===== src/core/init2_seq_pkg.sv =====
// Constants for the phase-2 initialization nibble sequencer.
// Assumes a 25 MHz system clock and a classic Wishbone register bus.
`default_nettype none
package init2_seq_pkg;
    // Register byte addresses
    localparam logic [7:0] CTRL_ADDR = 8'h00;
    localparam logic [7:0] IDENT_ADDR = 8'h04;
    localparam logic [7:0] DATE_ADDR = 8'h08;
    localparam logic [7:0] SERIAL_ADDR = 8'h0c;
    localparam logic [7:0] STATUS_ADDR = 8'h10;
    // Control fields
    localparam int CTRL_START_BIT = 0;
    localparam int CTRL_SYNC_BIT = 1;
    localparam int CTRL_EXT_BIT = 2;
    localparam int CTRL_AXIS_LSB = 4;
    localparam int CTRL_RANGE_LSB = 8;
    localparam logic [9:0] CTRL_MASK = 10'h336;
    localparam logic [9:0] CTRL_RESET = 10'h000;
    // Ident fields: maker code, config one, config two, config six
    localparam int MAKER_LSB = 0;
    localparam int CFG1_LSB = 8;
    localparam int CFG2_LSB = 16;
    localparam int CFG6_LSB = 24;
    localparam logic [31:0] IDENT_RESET = 32'h0000_0000;
    // Date fields: year 7 bits, month 4 bits, day 5 bits
    localparam int YEAR_LSB = 0;
    localparam int MONTH_LSB = 8;
    localparam int DAY_LSB = 16;
    localparam logic [31:0] DATE_RESET = 32'h0000_0000;
    localparam logic [31:0] SERIAL_RESET = 32'h0000_0000;
    // Status fields
    localparam int STAT_BUSY_BIT = 0;
    localparam int STAT_DONE_BIT = 1;
    localparam int STAT_PAGE_BIT = 2;
    localparam int STAT_SLOT_LSB = 8;
    localparam int STAT_REP_LSB = 16;
    localparam int STAT_CNT_LSB = 20;
    // Link codes
    localparam logic [9:0] ID_BASE = 10'h200;
    localparam logic [9:0] DATA_BASE = 10'h210;
    localparam logic [3:0] PROTO_REV = 4'h4;
    localparam logic [7:0] BLOCK_COUNT = 8'h20;
    localparam logic [7:0] SENSOR_TYPE = 8'h01;
    localparam logic [3:0] RANGE_BASE = 4'h7;
    localparam int NUM_FIELDS = 32;
    localparam int K_ASYNC = 8;
    localparam int K_SYNC = 4;
    localparam int TOTAL_ASYNC = 512;
    localparam int TOTAL_SYNC = 256;
    // Timing
    localparam int CLK_MHZ = 25;
    localparam int ASYNC_PERIOD_US = 228;
    localparam int ASYNC_CYCLES = ASYNC_PERIOD_US * CLK_MHZ;
    // Sequencer states
    typedef enum logic [2:0] {
        ST_IDLE = 3'b001,
        ST_RUN = 3'b010,
        ST_DONE = 3'b100
    } seq_state_t;
endpackage
`default_nettype wire


===== src/core/init2_seq.sv =====
// Phase-2 initialization sequencer: sends 32 ID/data nibble pairs in 10-bit mode.
// Assumes one 25 MHz clock, a Wishbone master, and an async sync-pulse pin.
//
// The register addresses and register access over Wishbone were chosen for this implementation.
`timescale 1ns/1ps
`default_nettype none

// Notes on behaviour
// (RL1) Sends identity, config and serial nibbles; serial byte zero first, high nibble of each byte first, slots 19-26.
// (RL2) Asynchronous: 228 us period, each pair eight times, 512 transmissions.
// (RL3) Synchronous: on sync pulses, each pair four times, 256 transmissions.
// (RL4) Slot one at address 0000 carries protocol revision 0100.
// (RL5) Slots two and three carry block count 32 as 0010 then 0000.
// (RL6) Slots six and seven carry sensor type 0000 then 0001.
// (RL7) Slot eight encodes axis setting as setting shifted up two bits.
// (RL8) Slot nine encodes range: 0111, 1000, 1001, 1010.
// (RL9) Slots 15-18 carry the Julian date, year first.
// (RL10) Slots 27-31 pack raw offset and averaged self-test value.
// (RL11) With extended data off, offset and self-test slots send 0000.
// (RL12) Slot 32 sends config one upper nibble if extended, else 0000.
// (RL13) Results not yet ready when their slot comes send zeros.
// (RL14) Maker code, config two, product revision and config six fill slots 4-5, 10-14.
// (RL15) Nibble address counts 0-15 twice; page is 0 then 1.
// (RL16) Each data nibble pairs with block ID 1-16 in reserved negative codes.
// (RL17) One ID then one data word, pair repeated k times per field.
// (RL18) After all transmissions the device moves on to phase 3.
module init2_seq #(
    parameter int ASYNC_PERIOD_CYCLES = init2_seq_pkg::ASYNC_CYCLES,
    parameter logic [7:0] PRODUCT_REV = 8'h11 // Arbitrary value
) (
    input wire logic clk_i,
    input wire logic rst_i,
    input wire logic wb_cyc_i,
    input wire logic wb_stb_i,
    input wire logic wb_we_i,
    input wire logic [7:0] wb_adr_i,
    input wire logic [3:0] wb_sel_i,
    input wire logic [31:0] wb_dat_i,
    output logic [31:0] wb_dat_o,
    output logic wb_ack_o,
    input wire logic sync_pulse_i,
    input wire logic [9:0] raw_offset_i,
    input wire logic raw_offset_ready_i,
    input wire logic [9:0] averaged_selftest_result_i,
    input wire logic selftest_ready_i,
    output logic tx_valid_o,
    output logic [9:0] tx_word_o,
    output logic phase3_o
);
    init2_seq_pkg::seq_state_t state_q;
    logic [9:0] ctrl_q;
    logic [31:0] ident_q, date_q, serial_q;
    logic start_q, mode_sync_q;
    logic sync_meta_q, sync_q, sync_prev_q;
    logic [12:0] base_cnt_q;
    logic [4:0] slot_q;
    logic [2:0] rep_q;
    logic half_q;
    logic [9:0] tx_cnt_q;
    logic tick, last_rep, bus_req;
    logic [3:0] nibble;
    logic [9:0] off_eff, st_eff;
    logic [31:0] rd_data;
    logic [31:0] ctrl_merged;
    logic [7:0] maker_code, device_config_one, device_config_two, device_config_six;
    logic [7:0] serial_byte_zero, serial_byte_one, serial_byte_two, serial_byte_three;
    logic [6:0] julian_year;
    logic [3:0] julian_month;
    logic [4:0] julian_day;
    logic extended_init_data_enable;

    function automatic logic [31:0] merge(input logic [31:0] old, input logic [31:0] nw,
                                          input logic [3:0] sel);
        logic [31:0] r;
        r = old;
        for (int b = 0; b < 4; b++) begin
            if (sel[b]) begin
                r[8*b +: 8] = nw[8*b +: 8];
            end
        end
        return r;
    endfunction

    assign bus_req = wb_cyc_i && wb_stb_i && !wb_ack_o;
    assign ctrl_merged = merge({22'h0, ctrl_q}, wb_dat_i, wb_sel_i);
    assign maker_code = ident_q[init2_seq_pkg::MAKER_LSB +: 8];
    assign device_config_one = ident_q[init2_seq_pkg::CFG1_LSB +: 8];
    assign device_config_two = ident_q[init2_seq_pkg::CFG2_LSB +: 8];
    assign device_config_six = ident_q[init2_seq_pkg::CFG6_LSB +: 8];
    assign julian_year = date_q[init2_seq_pkg::YEAR_LSB +: 7];
    assign julian_month = date_q[init2_seq_pkg::MONTH_LSB +: 4];
    assign julian_day = date_q[init2_seq_pkg::DAY_LSB +: 5];
    assign serial_byte_zero = serial_q[7:0];
    assign serial_byte_one = serial_q[15:8];
    assign serial_byte_two = serial_q[23:16];
    assign serial_byte_three = serial_q[31:24];
    assign extended_init_data_enable = ctrl_q[init2_seq_pkg::CTRL_EXT_BIT];

    // Wishbone slave: ack one cycle after the strobe, unmapped reads give zero
    always_ff @(posedge clk_i) begin
        if (rst_i) begin
            wb_ack_o <= 1'b0;
        end else begin
            wb_ack_o <= bus_req;
        end
    end

    always_ff @(posedge clk_i) begin
        if (rst_i) begin
            ctrl_q <= init2_seq_pkg::CTRL_RESET;
            ident_q <= init2_seq_pkg::IDENT_RESET;
            date_q <= init2_seq_pkg::DATE_RESET;
            serial_q <= init2_seq_pkg::SERIAL_RESET;
            start_q <= 1'b0;
        end else begin
            start_q <= 1'b0;
            if (bus_req && wb_we_i) begin
                unique case (wb_adr_i)
                    init2_seq_pkg::CTRL_ADDR: begin
                        ctrl_q <= ctrl_merged[9:0]
                                  & init2_seq_pkg::CTRL_MASK;
                        start_q <= wb_sel_i[0] && wb_dat_i[init2_seq_pkg::CTRL_START_BIT];
                    end
                    init2_seq_pkg::IDENT_ADDR: ident_q <= merge(ident_q, wb_dat_i, wb_sel_i);
                    init2_seq_pkg::DATE_ADDR: date_q <= merge(date_q, wb_dat_i, wb_sel_i);
                    init2_seq_pkg::SERIAL_ADDR: serial_q <= merge(serial_q, wb_dat_i, wb_sel_i);
                    default: ;
                endcase
            end
        end
    end

    always_comb begin
        rd_data = 32'h0000_0000;
        unique case (wb_adr_i)
            init2_seq_pkg::CTRL_ADDR: rd_data = {22'h0, ctrl_q};
            init2_seq_pkg::IDENT_ADDR: rd_data = ident_q;
            init2_seq_pkg::DATE_ADDR: rd_data = date_q;
            init2_seq_pkg::SERIAL_ADDR: rd_data = serial_q;
            init2_seq_pkg::STATUS_ADDR: begin
                rd_data[init2_seq_pkg::STAT_BUSY_BIT] = (state_q == init2_seq_pkg::ST_RUN);
                rd_data[init2_seq_pkg::STAT_DONE_BIT] = (state_q == init2_seq_pkg::ST_DONE);
                rd_data[init2_seq_pkg::STAT_PAGE_BIT] = slot_q[4];
                rd_data[init2_seq_pkg::STAT_SLOT_LSB +: 5] = slot_q;
                rd_data[init2_seq_pkg::STAT_REP_LSB +: 3] = rep_q;
                rd_data[init2_seq_pkg::STAT_CNT_LSB +: 10] = tx_cnt_q;
            end
            default: ;
        endcase
    end

    always_ff @(posedge clk_i) begin
        if (rst_i) begin
            wb_dat_o <= 32'h0000_0000;
        end else if (bus_req) begin
            wb_dat_o <= rd_data;
        end
    end

    // Sync pulse pin crosses in through two flops before the edge detector
    always_ff @(posedge clk_i) begin
        if (rst_i) begin
            sync_meta_q <= 1'b0;
            sync_q <= 1'b0;
            sync_prev_q <= 1'b0;
        end else begin
            sync_meta_q <= sync_pulse_i;
            sync_q <= sync_meta_q;
            sync_prev_q <= sync_q;
        end
    end

    // Free timebase restarts with each sequence so the first word lands one period in
    always_ff @(posedge clk_i) begin
        if (rst_i || start_q || base_cnt_q == 13'(ASYNC_PERIOD_CYCLES - 1)) begin
            base_cnt_q <= 13'h0000;
        end else begin
            base_cnt_q <= base_cnt_q + 13'h0001;
        end
    end

    assign tick = (state_q == init2_seq_pkg::ST_RUN) && (mode_sync_q ? // RL3
                  (sync_q && !sync_prev_q) :
                  (base_cnt_q == 13'(ASYNC_PERIOD_CYCLES - 1))); // RL2
    assign last_rep = mode_sync_q ? (rep_q == 3'(init2_seq_pkg::K_SYNC - 1)) : // RL3
                      (rep_q == 3'(init2_seq_pkg::K_ASYNC - 1)); // RL2

    // Results not finished by their slot go out as zeros
    assign off_eff = (extended_init_data_enable && raw_offset_ready_i) ? // RL11 RL13
                     raw_offset_i : 10'h000;
    assign st_eff = (extended_init_data_enable && selftest_ready_i) ? // RL11 RL13
                    averaged_selftest_result_i : 10'h000;

    always_comb begin
        nibble = 4'h0;
        unique case (slot_q)
            5'd0: nibble = init2_seq_pkg::PROTO_REV; // RL4
            5'd1: nibble = init2_seq_pkg::BLOCK_COUNT[7:4]; // RL5
            5'd2: nibble = init2_seq_pkg::BLOCK_COUNT[3:0]; // RL5
            5'd3: nibble = maker_code[7:4]; // RL14
            5'd4: nibble = maker_code[3:0]; // RL14
            5'd5: nibble = init2_seq_pkg::SENSOR_TYPE[7:4]; // RL6
            5'd6: nibble = init2_seq_pkg::SENSOR_TYPE[3:0]; // RL6
            5'd7: nibble = {ctrl_q[init2_seq_pkg::CTRL_AXIS_LSB +: 2], 2'b00}; // RL7
            5'd8: nibble = init2_seq_pkg::RANGE_BASE // RL8
                           + {2'b00, ctrl_q[init2_seq_pkg::CTRL_RANGE_LSB +: 2]};
            5'd9: nibble = device_config_two[7:4]; // RL14
            5'd10: nibble = device_config_two[3:0]; // RL14
            5'd11: nibble = PRODUCT_REV[7:4]; // RL14
            5'd12: nibble = PRODUCT_REV[3:0]; // RL14
            5'd13: nibble = device_config_six[3:0]; // RL14
            5'd14: nibble = julian_year[6:3]; // RL9
            5'd15: nibble = {julian_year[2:0], julian_month[3]}; // RL9
            5'd16: nibble = {julian_month[2:0], julian_day[4]}; // RL9
            5'd17: nibble = julian_day[3:0]; // RL9
            5'd18: nibble = serial_byte_zero[7:4]; // RL1
            5'd19: nibble = serial_byte_zero[3:0]; // RL1
            5'd20: nibble = serial_byte_one[7:4]; // RL1
            5'd21: nibble = serial_byte_one[3:0]; // RL1
            5'd22: nibble = serial_byte_two[7:4]; // RL1
            5'd23: nibble = serial_byte_two[3:0]; // RL1
            5'd24: nibble = serial_byte_three[7:4]; // RL1
            5'd25: nibble = serial_byte_three[3:0]; // RL1
            5'd26: nibble = off_eff[3:0]; // RL10
            5'd27: nibble = off_eff[7:4]; // RL10
            5'd28: nibble = {st_eff[1:0], off_eff[9:8]}; // RL10
            5'd29: nibble = st_eff[5:2]; // RL10
            5'd30: nibble = st_eff[9:6]; // RL10
            5'd31: nibble = extended_init_data_enable ? device_config_one[7:4] : 4'h0; // RL12
            default: nibble = 4'h0;
        endcase
    end

    // Sequencer: slot, repetition and ID/data half counters
    always_ff @(posedge clk_i) begin
        if (rst_i) begin
            state_q <= init2_seq_pkg::ST_IDLE;
            mode_sync_q <= 1'b0;
            slot_q <= 5'h00;
            rep_q <= 3'h0;
            half_q <= 1'b0;
        end else if (start_q && state_q != init2_seq_pkg::ST_RUN) begin
            // A start while running only restarts the timebase; a finished sequence may be rerun
            state_q <= init2_seq_pkg::ST_RUN;
            mode_sync_q <= ctrl_q[init2_seq_pkg::CTRL_SYNC_BIT];
            slot_q <= 5'h00;
            rep_q <= 3'h0;
            half_q <= 1'b0;
        end else if (tick) begin
            half_q <= !half_q; // RL17
            if (half_q) begin
                rep_q <= last_rep ? 3'h0 : rep_q + 3'h1; // RL17
                if (last_rep) begin
                    slot_q <= slot_q + 5'h01; // RL15
                    if (slot_q == 5'(init2_seq_pkg::NUM_FIELDS - 1)) begin
                        state_q <= init2_seq_pkg::ST_DONE; // RL18
                    end
                end
            end
        end
    end

    always_ff @(posedge clk_i) begin
        if (rst_i) begin
            tx_valid_o <= 1'b0;
            tx_word_o <= 10'h000;
            tx_cnt_q <= 10'h000;
            phase3_o <= 1'b0;
        end else begin
            tx_valid_o <= tick;
            phase3_o <= (state_q == init2_seq_pkg::ST_DONE); // RL18
            if (start_q && state_q != init2_seq_pkg::ST_RUN) begin
                tx_cnt_q <= 10'h000;
            end else if (tick) begin
                tx_cnt_q <= tx_cnt_q + 10'h001;
                // Address wraps after 15, so the ID alone does not tell the page
                tx_word_o <= half_q ? init2_seq_pkg::DATA_BASE + {6'h00, nibble} : // RL16
                             init2_seq_pkg::ID_BASE + {6'h00, slot_q[3:0]}; // RL15 RL16
            end
        end
    end
endmodule // init2_seq

`default_nettype wire


===== config.mk =====
export PLATFORM = sky130hd
export DESIGN_NAME = init2_seq
export DESIGN_NICKNAME = d
export VERILOG_FILES = /design/src/core/init2_seq_pkg.sv /design/src/core/init2_seq.sv
export SDC_FILE = /design/constraint.sdc
export NUM_CORES = 1
export LEC_CHECK = 0
export BUFFER_PORTS_ARGS = -buffer_cell sky130_fd_sc_hd__buf_4
export CAP_MARGIN = 20
export CELL_PAD_IN_SITES_DETAIL_PLACEMENT = 1
export CELL_PAD_IN_SITES_GLOBAL_PLACEMENT = 1
export CORE_UTILIZATION = 46
export CTS_CLUSTER_SIZE = 24
export DETAILED_ROUTE_END_ITERATION = 6
export MAX_ROUTING_LAYER = met4
export PLACE_DENSITY_LB_ADDON = 0.1
export SYNTH_ARGS = -nofsm -noshare
export SYNTH_HDL_FRONTEND = slang
export SYNTH_SLANG_ARGS = --single-unit
export TNS_END_PERCENT = 100

===== constraint.sdc =====
create_clock -name clk_i -period 6.93 [get_ports clk_i]
set_input_delay 0.3465 -clock clk_i [delete_from_list [all_inputs] [get_ports clk_i]]
set_output_delay 0.3465 -clock clk_i [all_outputs]
set_load 0.01 [all_outputs]

======== Yosys cells after proc, flatten, opt, wreduce, memory -nomap -nowiden ========
Cells that the tools add are included.
storage, ports and cells
  ROM bits ................................ 0
  bits in registers ....................... 187
  bits of input ports ..................... 72
  memories kept ........................... 0
  output and inout port bits .............. 45
  logic and storage cells ................. 146
  memory bits (writable) .................. 0
  bits in latches ......................... 0
cells by class
  shift operators ......................... 0
  equal/unequal tests ..................... 41
  divide/modulo/power cells ............... 0
  add/subtract/negate cells ............... 7
  multipliers ............................. 0
  mux-type cells .......................... 21
  magnitude comparators ................... 0
  bitwise operators ....................... 3
  reduce and logical (&&, ||, !) cells .... 43
operator list
  cell                                                             count
  4-bit case mux with 29 select lines                              1
  5-bit == test, second input constant                             16
  3-bit AND reduction                                              15
  5-bit by 4-bit == test with 1-bit output, second input constant  8
  10-bit case mux with 4 select lines                              1
  10-bit two-way mux                                               3
  5-bit case mux with 5 select lines                               1
  10-bit by 4-bit adder with 10-bit output, first input constant   2
  5-bit by 3-bit == test with 1-bit output, second input constant  4
  5-bit case mux with 4 select lines                               1
  8-bit by 4-bit == test with 1-bit output, second input constant  2
  3-bit case mux with 5 select lines                               1
  13-bit by 1-bit adder with 13-bit output, second input constant  1
  13-bit == test, second input constant                            1
  3-bit case mux with 4 select lines                               1
  10-bit by 1-bit adder with 10-bit output, second input constant  1
  5-bit by 2-bit == test with 1-bit output, second input constant  2
  2-bit two-way mux                                                5
  1-bit logical AND                                                9
  3-bit case mux with 3 select lines                               1
  8-bit by 3-bit == test with 1-bit output, second input constant  1
  8-bit by 5-bit == test with 1-bit output, second input constant  1
  8-bit logical NOT                                                1
  4-bit AND reduction                                              2
  other kinds (20)                                                 34

======== Depth between registers and ports, before layout ========
Gate-level depths: netlist of the first run.
  word-level depth ........................ 6
  gate-level depth with buffers ........... 11
  gate-level depth less buffers ........... 9

======== Worst setup path before layout of the first run ========
OpenSTA, ideal clock, no wires.
  path type ............................... flip-flop to flip-flop
  from .................................... register slot_q[2]
  to ...................................... register tx_word_o[3]
  arrival ................................. 2.393 ns
  required time ........................... 6.800 ns
  setup time .............................. 0.130 ns
  cell stages (with the launch flop) ...... 11
  buffers on the path ..................... 3
  period minus slack after synthesis ...... 2.523 ns
  setup slack ............................. 4.407 ns
  path through ............................ dfxtp_1 -> clkbuf_1 -> buf_1 -> clkbuf_1 -> and3_1 -> ha_1 -> a32o_1 -> a221o_1 -> a2111oi_0 -> o31a_1 -> o22ai_1
between the ends
  word-level cells in the longest chain between the ends .. 5
  elaborated cells between the ends (all ways) .. 38
  classes of those cells .................. add/sub: 2; eq/ne: 31; mux: 2; reduce/logical: 3
ends and longest elaborated chain
  item                                                                       line              RTL
  start: declaration                                                         init2_seq.sv:56   logic [4:0] slot_q;
  start signal: assignment                                                   init2_seq.sv:254  slot_q <= slot_q + 5'h01;
  5-bit by 4-bit == test with 1-bit output (tied with other cells)           init2_seq.sv:196  unique case (slot_q)
  3-bit OR reduction (no line) / 2-bit OR reduction (equally long branches)  -
  4-bit case mux with 29 select lines                                        init2_seq.sv:196
  10-bit by 4-bit adder with 10-bit output                                   init2_seq.sv:277  tx_word_o <= half_q ? init2_seq_pkg::DATA_BASE + {6'h00, nibble} :
  10-bit two-way mux *                                                       init2_seq.sv:277
  end signal: assignment                                                     init2_seq.sv:277
  end: declaration                                                           init2_seq.sv:47   output logic [9:0] tx_word_o,
Mark *: on every way between the ends. The rest lies on a longest branch, timed or not.
A chain may end at the register's enable or synchronous reset.

======== Worst setup path in the final report of the first run ========
  from .................................... register slot_q[0]
  to ...................................... register tx_word_o[2]
Same word-level chain as after synthesis.

==> results of run 1 <==
## how the worst max path moves through the flow
stage | to | from | slack [ps] | cells past startpoint
floorplan | tx_word_o[3] | slot_q[2] | 4410 | 10
global placement | tx_word_o[2] | slot_q[0] | 3960 | 9
detailed placement | serial_q[3] | wb_adr_i[1] | 3850 | 8
CTS | tx_word_o[2] | slot_q[0] | 3880 | 9
global route | tx_word_o[2] | slot_q[0] | 3710 | 9
finish | tx_word_o[2] | slot_q[0] | 3840 | 9
## logic make-up (layout without fill, tap and decap cells)
| family | after synthesis | count (layout) |
|---|---|---|
| and+or+nand+nor | 397 | 397 |
| xor gates and xnor gates | 22 | 22 |
| DFF | 183 | 183 |
| other | 1 | 4 |
| adders and majority gates | 10 | 10 |
| buffers and inverters | 92 | 167 |
| muxes | 32 | 32 |
| AOI/OAI and AO/OA | 341 | 341 |
## cells in the final DEF (no fill, tap or decap), types with 4 or more instances in the layout
| cell | count |
|---|---|
| nor2b_1 | 8 |
| a21oi_1 | 120 |
| a22oi_1 | 36 |
| or3_1 | 4 |
| a222oi_1 | 5 |
| xnor2_1 | 10 |
| a32o_1 | 5 |
| a211oi_1 | 4 |
| nor2_2 | 5 |
| a22o_1 | 16 |
| nand3_1 | 28 |
| mux2i_1 | 17 |
| o211ai_1 | 4 |
| nand2b_1 | 13 |
| and4_1 | 5 |
| inv_1 | 8 |
| nor4_1 | 4 |
| inv_6 | 4 |
| and2_1 | 5 |
| xor2_1 | 12 |
| ha_1 | 10 |
| dfxtp_1 | 183 |
| a221o_1 | 4 |
| nand2_1 | 187 |
| o21ai_0 | 92 |
| nor2_1 | 90 |
| nor3_1 | 13 |
| nand4_1 | 7 |
| a221oi_1 | 23 |
| clkbuf_16 | 17 |
| a31oi_1 | 4 |
| and3_1 | 12 |
| buf_4 | 125 |
| conb_1 | 4 |
| mux2_2 | 15 |
| nor3b_1 | 4 |
| o22ai_1 | 7 |
## layer usage
metal	vias up	GRT usage	wire, um
met5	-	-	0
met4	0	0.125	868
met3	61	0.0628	2610
met2	396	0.528	14800
met1	4396	0.467	14500
li1	3983	-	-
## report_power, final
part / leakage [nW] / switching [W] / internal (W)
sequential: 1.47 / 0.00000260 / 0.00105
combinational: 1.76 / 0.0000652 / 0.0000384
clock: 0.304 / 0.000460 / 0.000579
total: 3.54 / 0.000528 / 0.00167
## layout make-up
| class | count | share of cell area |
|---|---|---|
| Multi-Input combinational cell | 806 | 0.454 |
| Sequential cell | 183 | 0.361 |
| Timing Repair Buffer | 126 | 0.0928 |
| Clock buffer | 18 | 0.0422 |
| Tap cell | 229 | 0.0282 |
| Clock inverter | 14 | 0.0186 |
| Inverter | 9 | 0.00332 |
## sequential cells by signal, summed over array words and instances, names as in the netlist, 3 cells and up
register and flops:
tx_cnt_q 10, wb_dat_o 32, ctrl_q 6, slot_q 5
state_q 3, date_q 32, rep_q 3, serial_q 32
ident_q 32, base_cnt_q 13, tx_word_o 6
## metrics by stage
stage | cells | total power (W) | setup slack (ps) | instance area (sq um)
final | 1385 | 0.00220 | 3840 | 10200
after floorplan | 1081 | 0.00112 | 4410 | 8650
after CTS | 1384 | 0.00220 | 3880 | 10200
after global placement | 1352 | 0.00118 | 3960 | 9540
after detailed placement | 1352 | 0.00118 | 3850 | 9540
after global routing | 1385 | 0.00225 | 3710 | 10200
## synthesized netlist by cell type, types with 5 or more instances
| master | count |
|---|---|
| nand2_1 | 187 |
| dfxtp_1 | 183 |
| a21oi_1 | 120 |
| o21ai_0 | 92 |
| nor2_1 | 90 |
| clkbuf_1 | 72 |
| a22oi_1 | 36 |
| nand3_1 | 28 |
| a221oi_1 | 23 |
| mux2i_1 | 17 |
| a22o_1 | 16 |
| mux2_2 | 15 |
| nand2b_1 | 13 |
| nor3_1 | 13 |
| and3_1 | 12 |
| xor2_1 | 12 |
| ha_1 | 10 |
| xnor2_1 | 10 |
| inv_1 | 8 |
| nor2b_1 | 8 |
| nand4_1 | 7 |
| o22ai_1 | 7 |
| a222oi_1 | 5 |
| a32o_1 | 5 |
| and2_1 | 5 |
| and4_1 | 5 |
| nor2_2 | 5 |
## worst max-delay path, stage by stage (launching register included)
cell	delay, ps
dfxtp_1	500
ha_1	770
and3_1	300
ha_1	340
a211oi_1	100
o211ai_1	170
nor4_1	100
a2111oi_0	420
a21o_1	200
a21oi_1	60
==> summary.txt, run 1 <==
Timing
  • RSZ-0062 raised after global routing: false
  • Worst slew pin tran: roughly 1200 ps
  • Minimum clock period: 3090 ps
  • Final hold violation count: 0
  • # setup viols final: 0
  • Layout Skew: 11.7 ps
  • Worst slew margin: 0.214
  • Setup TNS: 0 ps
  • Fmax: 323 MHz
  • Final Cycle Share: 0.446
  • Max Slew Vio Count: 0
  • Final Hold Slack: around 130 ps

GRT
  • Total Routing Usage GR: 0.349
  • Initial antenna violation count: 0
  • Number of global-route vias before repair: approximately 8500
  • Largest net degree at the start of global routing: 96
  • Global-route wire length before repair: 50500 um
  • Overflow after GRT: 0

Clock network
  • Post-CTS sizing: 0
  • Clock-pin slew on the worst setup and hold paths: ~70 ps
  • H-tree levels: 4
  • Clk sink count: 183
  • Max Root-Sink Buffers: 2
  • CTS tree: done
  • Quantity of hold-fixing buffers added after cts: 0
  • Total setup buffers inserted after CTS: 0
  • Clock Tree Root: clkbuf_16
  • Total CTS buffers: 17
  • Worst-Skew Late Latency: 440 ps

Synthesis
  • Mux cell area share after synthesis: 0.0392
  • Top-area cell type share of the netlist area: 0.424
  • Xor-xnor portion of the synthesized cell area: 0.0223
  • Synth Area in Compound Gates: 0.248
  • Syn Inst Count: 1078
  • Synth unique cells: 65
  • Post-synth EDFFs: 0
  • Top post-synthesis cells by area: dfxtp_1 42%, nand2_1 8.1%, a21oi_1 6.9%
  • Mapped cell area: around 8600 sq um
  • Synth area leader: dfxtp_1
  • Adder-cell share of the synthesized area: 0.0145
  • Yosys warns: 0
  • Post-synth top flop: dfxtp_1
  • Post-synthesis simple-gate area fraction: 0.209
  • Async SR Flop Fraction: 0
  • Synthesized area per cell: 8.02 sq um
  • Sequential-to-total area share from yosys stat: 0.424
  • Seq cells post-synth: 183
  • Main combinational cell family by area after synthesis: compound AO/OA/AOI/OAI gates

Placement
  • GPL Wtd Cong: 0.968
  • IO buf count: 112
  • Detailed placement HPWL: 23100 um

Worst setup path
  • Reg-to-Reg Start: slot_q[0]
  • Required time of the critical path: 7240 ps
  • Startpoint types: flop
  • Worst reg2reg path depth: 9
  • CP Capture Type: flop
  • R2R Path End: tx_word_o[2]
  • Worst R2R Setup Slack: 3840 ps
  • Max Fanout on Critical Path: 16
  • Critical Path AT: 3400 ps
  • Critical path type: flop to flop

Pwr
  • P_leak: 3.54 nW
  • Worst vdd rail ir drop: 0.167 mV
  • Pwr dens: 216 nW/um^2

Detailed routing
  • Vias: around 9000
  • Remaining antenna violation count: 0
  • DR WL/cell: 23.7 um
  • Total wire length: 32800 um
  • DRT Pass-1 Iters: 7
  • Starting DRT DRC Count: 897
  • Drt drc: 15
  • Via density: 6.38

Layout
  • Multi-input gate area: 4620 sq um
  • N_diodes: 0
  • Share of cells above drive strength 1: 0.161
  • Final core occ: 0.558
  • Area grow syn2layout: 17.6%
  • Number of fill cells in the layout: 2216
  • FF/Latch Area: about 3700 sq um
  • Layout net count: 1225

Hold path
  • Hold depth: 2
  • Hold Crit Start: sync_pulse_i
  • Worst hold endpoint: sync_meta_q
  • Hold Crit Class: input pin to flop

Floorplan
  • Core Box Area: 18200 sq um
  • Die area: between 15000 and 20000 sq um
  • # IOs: 117
  • Starting density of the core: 0.475
  • Chip Width: 139 um
  • Placement row count: between 40 and 50
  • Height of the die: roughly 140 um

Run status
  • Failing checks: design-rule violations
  • Status: complete, but fails checks

Job
  • Max Cap Violations: 0
No activity file was read; power rests on OpenSTA's default activity.
==> run 2: changes to the inputs <==
Settings changed: CORE_UTILIZATION 46 to 43.
Clock period 6.93 ns to 3.1 ns, I/O delays scaled along.
==> run 2 against run 1 <==
The run now ends clean. Clock skew hardly changed. Hold slack improved by 16 ps. Global-route usage decreased by 0.87 points. Utilization down 1.7 points. Worst setup slack worse by 3600 ps. Critical path type unchanged. Highest routed layer unchanged.
==> summary.txt, run 2 (synthesized netlist as in run 1, its figures left out) <==
Detailed routing
  • Drt drc: 0 (-15)
  • Total wire length: 33200 um (+1.2%)
  • Remaining antenna violation count: 0 (unchanged)
  • DR WL/cell: 22.6 um (-4.5%)
  • Via density: 6.05 (-5.2%)
  • Vias: 8878 (+0.48%)
  • Starting DRT DRC Count: 713 (-21%)
  • DRT Pass-1 Iters: 6 (-1)

GRT
  • Overflow after GRT: 0 (unchanged)
  • Initial antenna violation count: 1 (+1)
  • Largest net degree at the start of global routing: 73 (-24%)
  • Total Routing Usage GR: 0.341 (-0.00872)
  • Global-route wire length before repair: 50800 um (+0.64%)
  • Number of global-route vias before repair: 8598 (+1.1%)

Floorplan
  • Core Box Area: 19600 sq um (+7.6%)
  • Chip Width: 144 um (+3.4%)
  • Placement row count: 51 (+4.1%)
  • Die area: 20700 sq um (+6.9%)
  • Starting density of the core: 0.441 (-0.0335)
  • # IOs: 117 (unchanged)
  • Height of the die: 144 um (+3.4%)

Clock network
  • Clock Tree Root: clkbuf_16
  • Total setup buffers inserted after CTS: 0 (unchanged)
  • Total CTS buffers: 17 (unchanged)
  • Clock-pin slew on the worst setup and hold paths: 70 ps (about the same)
  • Worst-Skew Late Latency: 450 ps (about the same)
  • Max Root-Sink Buffers: 2 (unchanged)
  • Post-CTS sizing: 0 (unchanged)
  • Clk sink count: 183 (unchanged)
  • H-tree levels: 4 (unchanged)
  • CTS tree: done

Timing
  • RSZ-0062 raised after global routing: false
  • # setup viols final: 0 (unchanged)
  • Final hold violation count: 0 (unchanged)
  • Worst slew margin: 0.333 (+0.119)
  • Fmax: 352 MHz (+8.7%)
  • Final Cycle Share: 0.918 (+0.471)
  • Worst slew pin tran: 1000 ps (-167 ps)
  • Setup TNS: 0 ps (unchanged)
  • Minimum clock period: 2840 ps (-247 ps)
  • Max Slew Vio Count: 0 (unchanged)
  • Final setup margin: 256 ps (-3580 ps)
  • Layout Skew: 12.0 ps (+0.265 ps)

Pwr
  • Pwr dens: 451 nW/um^2 (+110%)
  • Worst vdd rail ir drop: 0.365 mV (+120%)
  • P_leak: 3.72 nW (+5.0%)

Worst setup path
  • R2R Path End: tx_word_o[3]
  • Reg-to-Reg Start: slot_q[0]
  • Startpoint types: flop
  • Critical path type: flop to flop
  • Critical Path AT: 3140 ps (-260 ps)
  • CP Capture Type: flop
  • Worst R2R Setup Slack: 260 ps (-3580 ps)
  • Required time of the critical path: 3400 ps (-3840 ps)
  • Max Fanout on Critical Path: 22 (+6)
  • Endpoint of the worst setup timing path: tx_word_o[3]
  • Crit path launch: slot_q[0]
  • Worst reg2reg path depth: 8 (-1)

Job
  • Max Cap Violations: 0 (unchanged)

Hold path
  • Hold Crit Class: input pin to flop

Placement
  • Placed inst area: 9690 sq um (+1.6%)
  • DP Worst Slack: 366 ps (-3480 ps)
  • Detailed placement HPWL: 23500 um (+2.0%)
  • GPL Wtd Cong: 0.936 (-3.3%)
  • IO buf count: 112 (unchanged)

Layout
  • Commonest non-fill, non-tap cell in the layout: nand2_1
  • Number of fill cells in the layout: 2405 (+8.5%)
  • Most frequent cells in the layout: 187 x nand2_1, 183 x dfxtp_1, 139 x buf_4
  • Share of cells above drive strength 1: 0.166 (+0.00549)
  • Area grow syn2layout: 22.6%
  • Post-route cell area: 10600 sq um (+4.2%)
  • FF/Latch Area: 3660 sq um (unchanged)
  • Layout net count: 1271 (+3.8%)
  • Multi-input gate area: 4620 sq um (unchanged)

Run status
  • Status: complete, no violations
==> run 2: cell count changes in the layout (fill, tap and decap cells not counted), sizes merged, moves of 2 or more <==
cell         change
buf             +14
bufinv           -3
clkinv           -2
clkinvlp         +2
dlygate4sd3     +33
inv              +3
==> run 2: where the power goes <==
group	internal, W	switching [W]	total (W)
registers	0.00236	0.00000592	0.00236
logic	0.000114	0.000152	0.000266
clock network	0.00108	0.00106	0.00214
total	0.00356	0.00122	0.00477
==> run 2: per-stage QoR <==
step / power [W] / cells / utilization / hold WS, ps
5_1_grt: 0.00492 / 1468 / 0.541 / 197
3_5_place_dp: 0.00265 / 1402 / 0.495 / 384
3_3_place_gp: 0.00265 / 1402 / 0.495 / 383
2_1_floorplan: 0.00251 / 1081 / - / 283
4_1_cts: 0.00480 / 1467 / 0.541 / 137
6_report: 0.00477 / 1468 / 0.541 / 145
==> run 2: area by class of cell <==
type | count | area share
Antenna cell | 1 | 0.000236
Clock buffer | 18 | 0.0415
Clock inverter | 14 | 0.0124
Inverter | 9 | 0.00319
Multi-Input combinational cell | 806 | 0.436
Sequential cell | 183 | 0.346
Tap cell | 265 | 0.0313
Timing Repair Buffer | 172 | 0.130
==> run 2: how the worst min path moves through the flow <==
| stage | startpoint | end | slack (ps) | depth (start not counted) |
|---|---|---|---|---|
| floorplan | sync_pulse_i | sync_meta_q | 280 | 1 |
| global placement | sync_pulse_i | sync_meta_q | 380 | 2 |
| detailed placement | sync_pulse_i | sync_meta_q | 380 | 2 |
| CTS | wb_adr_i[6] | wb_dat_o[9] | 140 | 4 |
| global route | raw_offset_i[8] | tx_word_o[0] | 200 | 4 |
| finish | wb_adr_i[6] | wb_dat_o[9] | 140 | 4 |
==> run 2: routing by layer <==
metal / track usage / vias to the layer above / share of wire
li1: - / 4089 / -
met1: 0.455 / 4382 / 0.45
met2: 0.524 / 365 / 0.46
met3: 0.0630 / 42 / 0.075
met4: 0.0963 / 0 / 0.018
met5: - / - / 0
==> run 2: what timing repair did <==
item / CTS / global route
hold buffers: 33 / 0
hold endpoints to repair: 83 / 0
endpoints found under the setup margin: 0 / 0
==> run 2: worst max-delay path, stage by stage, from the launching register on <==
cell       delay (ps)
dfxtp_1           480
inv_1             130
ha_1              560
a221oi_1          450
a311o_1           190
a32oi_1            60
a2111oi_0         430
o31a_1            290
o22ai_1            90
==> run 3: changes to the inputs <==
==> constraint.sdc (replaced) <==
create_clock -name clk_i -period 3.1 [get_ports clk_i]
set_input_delay 0.31 -clock clk_i [delete_from_list [all_inputs] [get_ports clk_i]]
set_output_delay 0.31 -clock clk_i [all_outputs]
set_load 0.01 [all_outputs]
==> run 3 against run 2 <==
Maximum frequency is 1.4% higher. Non-clock buffer count fell by 25. Global-route usage increased by 0.45 points. Hold slack got worse by 30 ps. Clock skew barely moved. Critical endpoint is now tx_word_o[0]. Sequential share of layout area is 0.82 points higher. Highest routed layer unchanged. Clock-buffer cell count stayed put. Combinational power decreased by 9.0%. Via count about the same. Register-to-register slack better by 40 ps. Critical path depth grew 1. Sequential cell count did not move.
==> summary.txt, run 3 (synthesized netlist as in run 1, its figures left out) <==
Worst setup path
  • CP Capture Type: flop
  • Endpoint of the worst setup timing path: tx_word_o[0]
  • Required time of the critical path: 3410 ps (about the same)
  • Startpoint types: flop
  • Critical path type: flop to flop
  • Worst R2R Setup Slack: 290 ps (+40 ps)
  • Max Fanout on Critical Path: 22 (unchanged)
  • Reg-to-Reg Start: slot_q[0]
  • Critical Path AT: 3120 ps (-20 ps)
  • R2R Path End: tx_word_o[0]
  • Worst reg2reg path depth: 9 (+1)
  • Crit path launch: slot_q[0]

Placement
  • GPL Wtd Cong: 0.967 (+3.4%)
  • IO buf count: 112 (unchanged)
  • Detailed placement HPWL: 24100 um (+2.4%)

Timing
  • Fmax: 356 MHz (+1.4%)
  • Layout Skew: 12.0 ps (+0.0476 ps)
  • Setup TNS: 0 ps (unchanged)
  • Final hold violation count: 0 (unchanged)
  • Worst slew pin tran: 898 ps (-102 ps)
  • # setup viols final: 0 (unchanged)
  • Worst slew margin: 0.401 (+0.0680)
  • Final Cycle Share: 0.905 (-0.0123)
  • RSZ-0062 raised after global routing: false
  • Minimum clock period: 2810 ps (-38.1 ps)
  • Max Slew Vio Count: 0 (unchanged)
  • Final Hold Slack: 115 ps (-29.5 ps)

Pwr
  • Register share of total power: 0.483 (-0.012)
  • Pwr dens: 473 nW/um^2 (+4.9%)
  • Worst vdd rail ir drop: 0.339 mV (-7.1%)
  • Net Sw Frac: 0.247 (-0.00757)
  • Clk pwr share: 0.468 (+0.019)
  • Logic pwr share: 0.049 (-0.007)
  • Int Power: 0.00368 W (+3.5%)
  • Switching power total: 0.00121 W (-0.56%)
  • P_leak: 3.64 nW (-2.1%)
  • Power, Total: 0.00489 W (+2.5%)

GRT
  • Largest net degree at the start of global routing: 52 (-29%)
  • Number of global-route vias before repair: 8473 (-1.5%)
  • Total Routing Usage GR: 0.345 (+0.00447)
  • Initial antenna violation count: 0 (-1)
  • Overflow after GRT: 0 (unchanged)
  • Global-route wire length before repair: 51000 um (+0.46%)

Layout
  • Share of cells above drive strength 1: 0.177 (+0.0103)
  • Most frequent cells in the layout: 187 x nand2_1, 183 x dfxtp_1, 147 x buf_4
  • N_diodes: 0 (-1)
  • Commonest non-fill, non-tap cell in the layout: nand2_1
  • Area grow syn2layout: 19.7%
  • Layout net count: 1246 (-2.0%)
  • Number of fill cells in the layout: 2385 (-0.83%)

Floorplan
  • # IOs: 117 (unchanged)
  • Chip Width: 144 um (unchanged)
  • Placement row count: 51 (unchanged)
  • Starting density of the core: 0.441 (unchanged)
  • Die area: 20700 sq um (unchanged)
  • Height of the die: 144 um (unchanged)
  • Core Box Area: 19600 sq um (unchanged)

Detailed routing
  • DR WL/cell: 23.3 um (+2.9%)
  • Drt drc: 0 (unchanged)
  • Vias: 8871 (-0.079%)
  • DRT Pass-1 Iters: 5 (-1)
  • Starting DRT DRC Count: 1088 (+53%)
  • Remaining antenna violation count: 0 (unchanged)
  • Via density: 6.15 (+1.7%)
  • Total wire length: 33600 um (+1.0%)

Clock network
  • Clock Tree Root: clkbuf_16
  • Post-CTS sizing: 0 (unchanged)
  • Total setup buffers inserted after CTS: 0 (unchanged)
  • Clk sink count: 183 (unchanged)
  • Clock-pin slew on the worst setup and hold paths: 80 ps (about the same)
  • Quantity of hold-fixing buffers added after cts: 0 (-100%)
  • Max Root-Sink Buffers: 2 (unchanged)
  • H-tree levels: 4 (unchanged)
  • Total CTS buffers: 17 (unchanged)
  • CTS tree: done
  • Worst-Skew Late Latency: 450 ps (about the same)

Run status
  • Status: complete, no violations

Hold path
  • Hold Crit Class: input pin to flop

Job
  • Max Cap Violations: 0 (unchanged)
run 3: how the worst min path moves through the flow:
stage	start	slack, ps	to	depth (start not counted)
after floorplan	sync_meta_q	410	sync_q	1
after global placement	date_q[30]	440	date_q[30]	2
after detailed placement	sync_meta_q	450	sync_q	1
after CTS	wb_dat_i[24]	110	serial_q[24]	3
after global routing	wb_dat_i[14]	120	date_q[14]	3
final	wb_dat_i[24]	120	serial_q[24]	3
run 3: through the flow:
step	setup slack, ps	utilization	cells	instance area [sq um]
floorplan	577	-	1081	8650
global placement	488	0.498	1410	9750
detailed placement	414	0.498	1410	9750
CTS	411	0.528	1442	10300
global route	188	0.528	1442	10300
finish	294	0.528	1442	10300
run 3: layer usage:
layer	vias up	part of all wire	global-route usage
met5	-	0	-
met4	0	0.034	0.142
met3	79	0.079	0.0730
met2	410	0.45	0.508
met1	4354	0.44	0.458
li1	4028	-	-
run 3: power by group through the flow:
| stage | logic, W | registers, W | clock network (W) |
|---|---|---|---|
| CTS | 0.000239 | 0.00236 | 0.00231 |
| finish | 0.000242 | 0.00236 | 0.00229 |
| global placement | 0.000236 | 0.00242 | 0 |
| detailed placement | 0.000237 | 0.00242 | 0 |
| global route | 0.000256 | 0.00236 | 0.00240 |
| floorplan | 0.0000942 | 0.00242 | 0 |
run 3: critical path, cell delays in order, from the launching register on:
cell,delay [ps]
dfxtp_1,480
inv_1,130
ha_1,530
buf_4,300
a221oi_1,300
a211oi_1,90
a211oi_1,360
a21oi_1,80
nor3_1,270
o22ai_1,130
run 3: final cells by class:
cell class              instances  area, sq um  area share
multi-input cells             806         4620       0.446
flip-flops and latches        183         3660       0.354
repair buffers                147         1100       0.107
clock buffers                  18          439      0.0424
well taps                     265          332      0.0320
clock inverters                14          160      0.0155
inverters                       9         33.8     0.00326
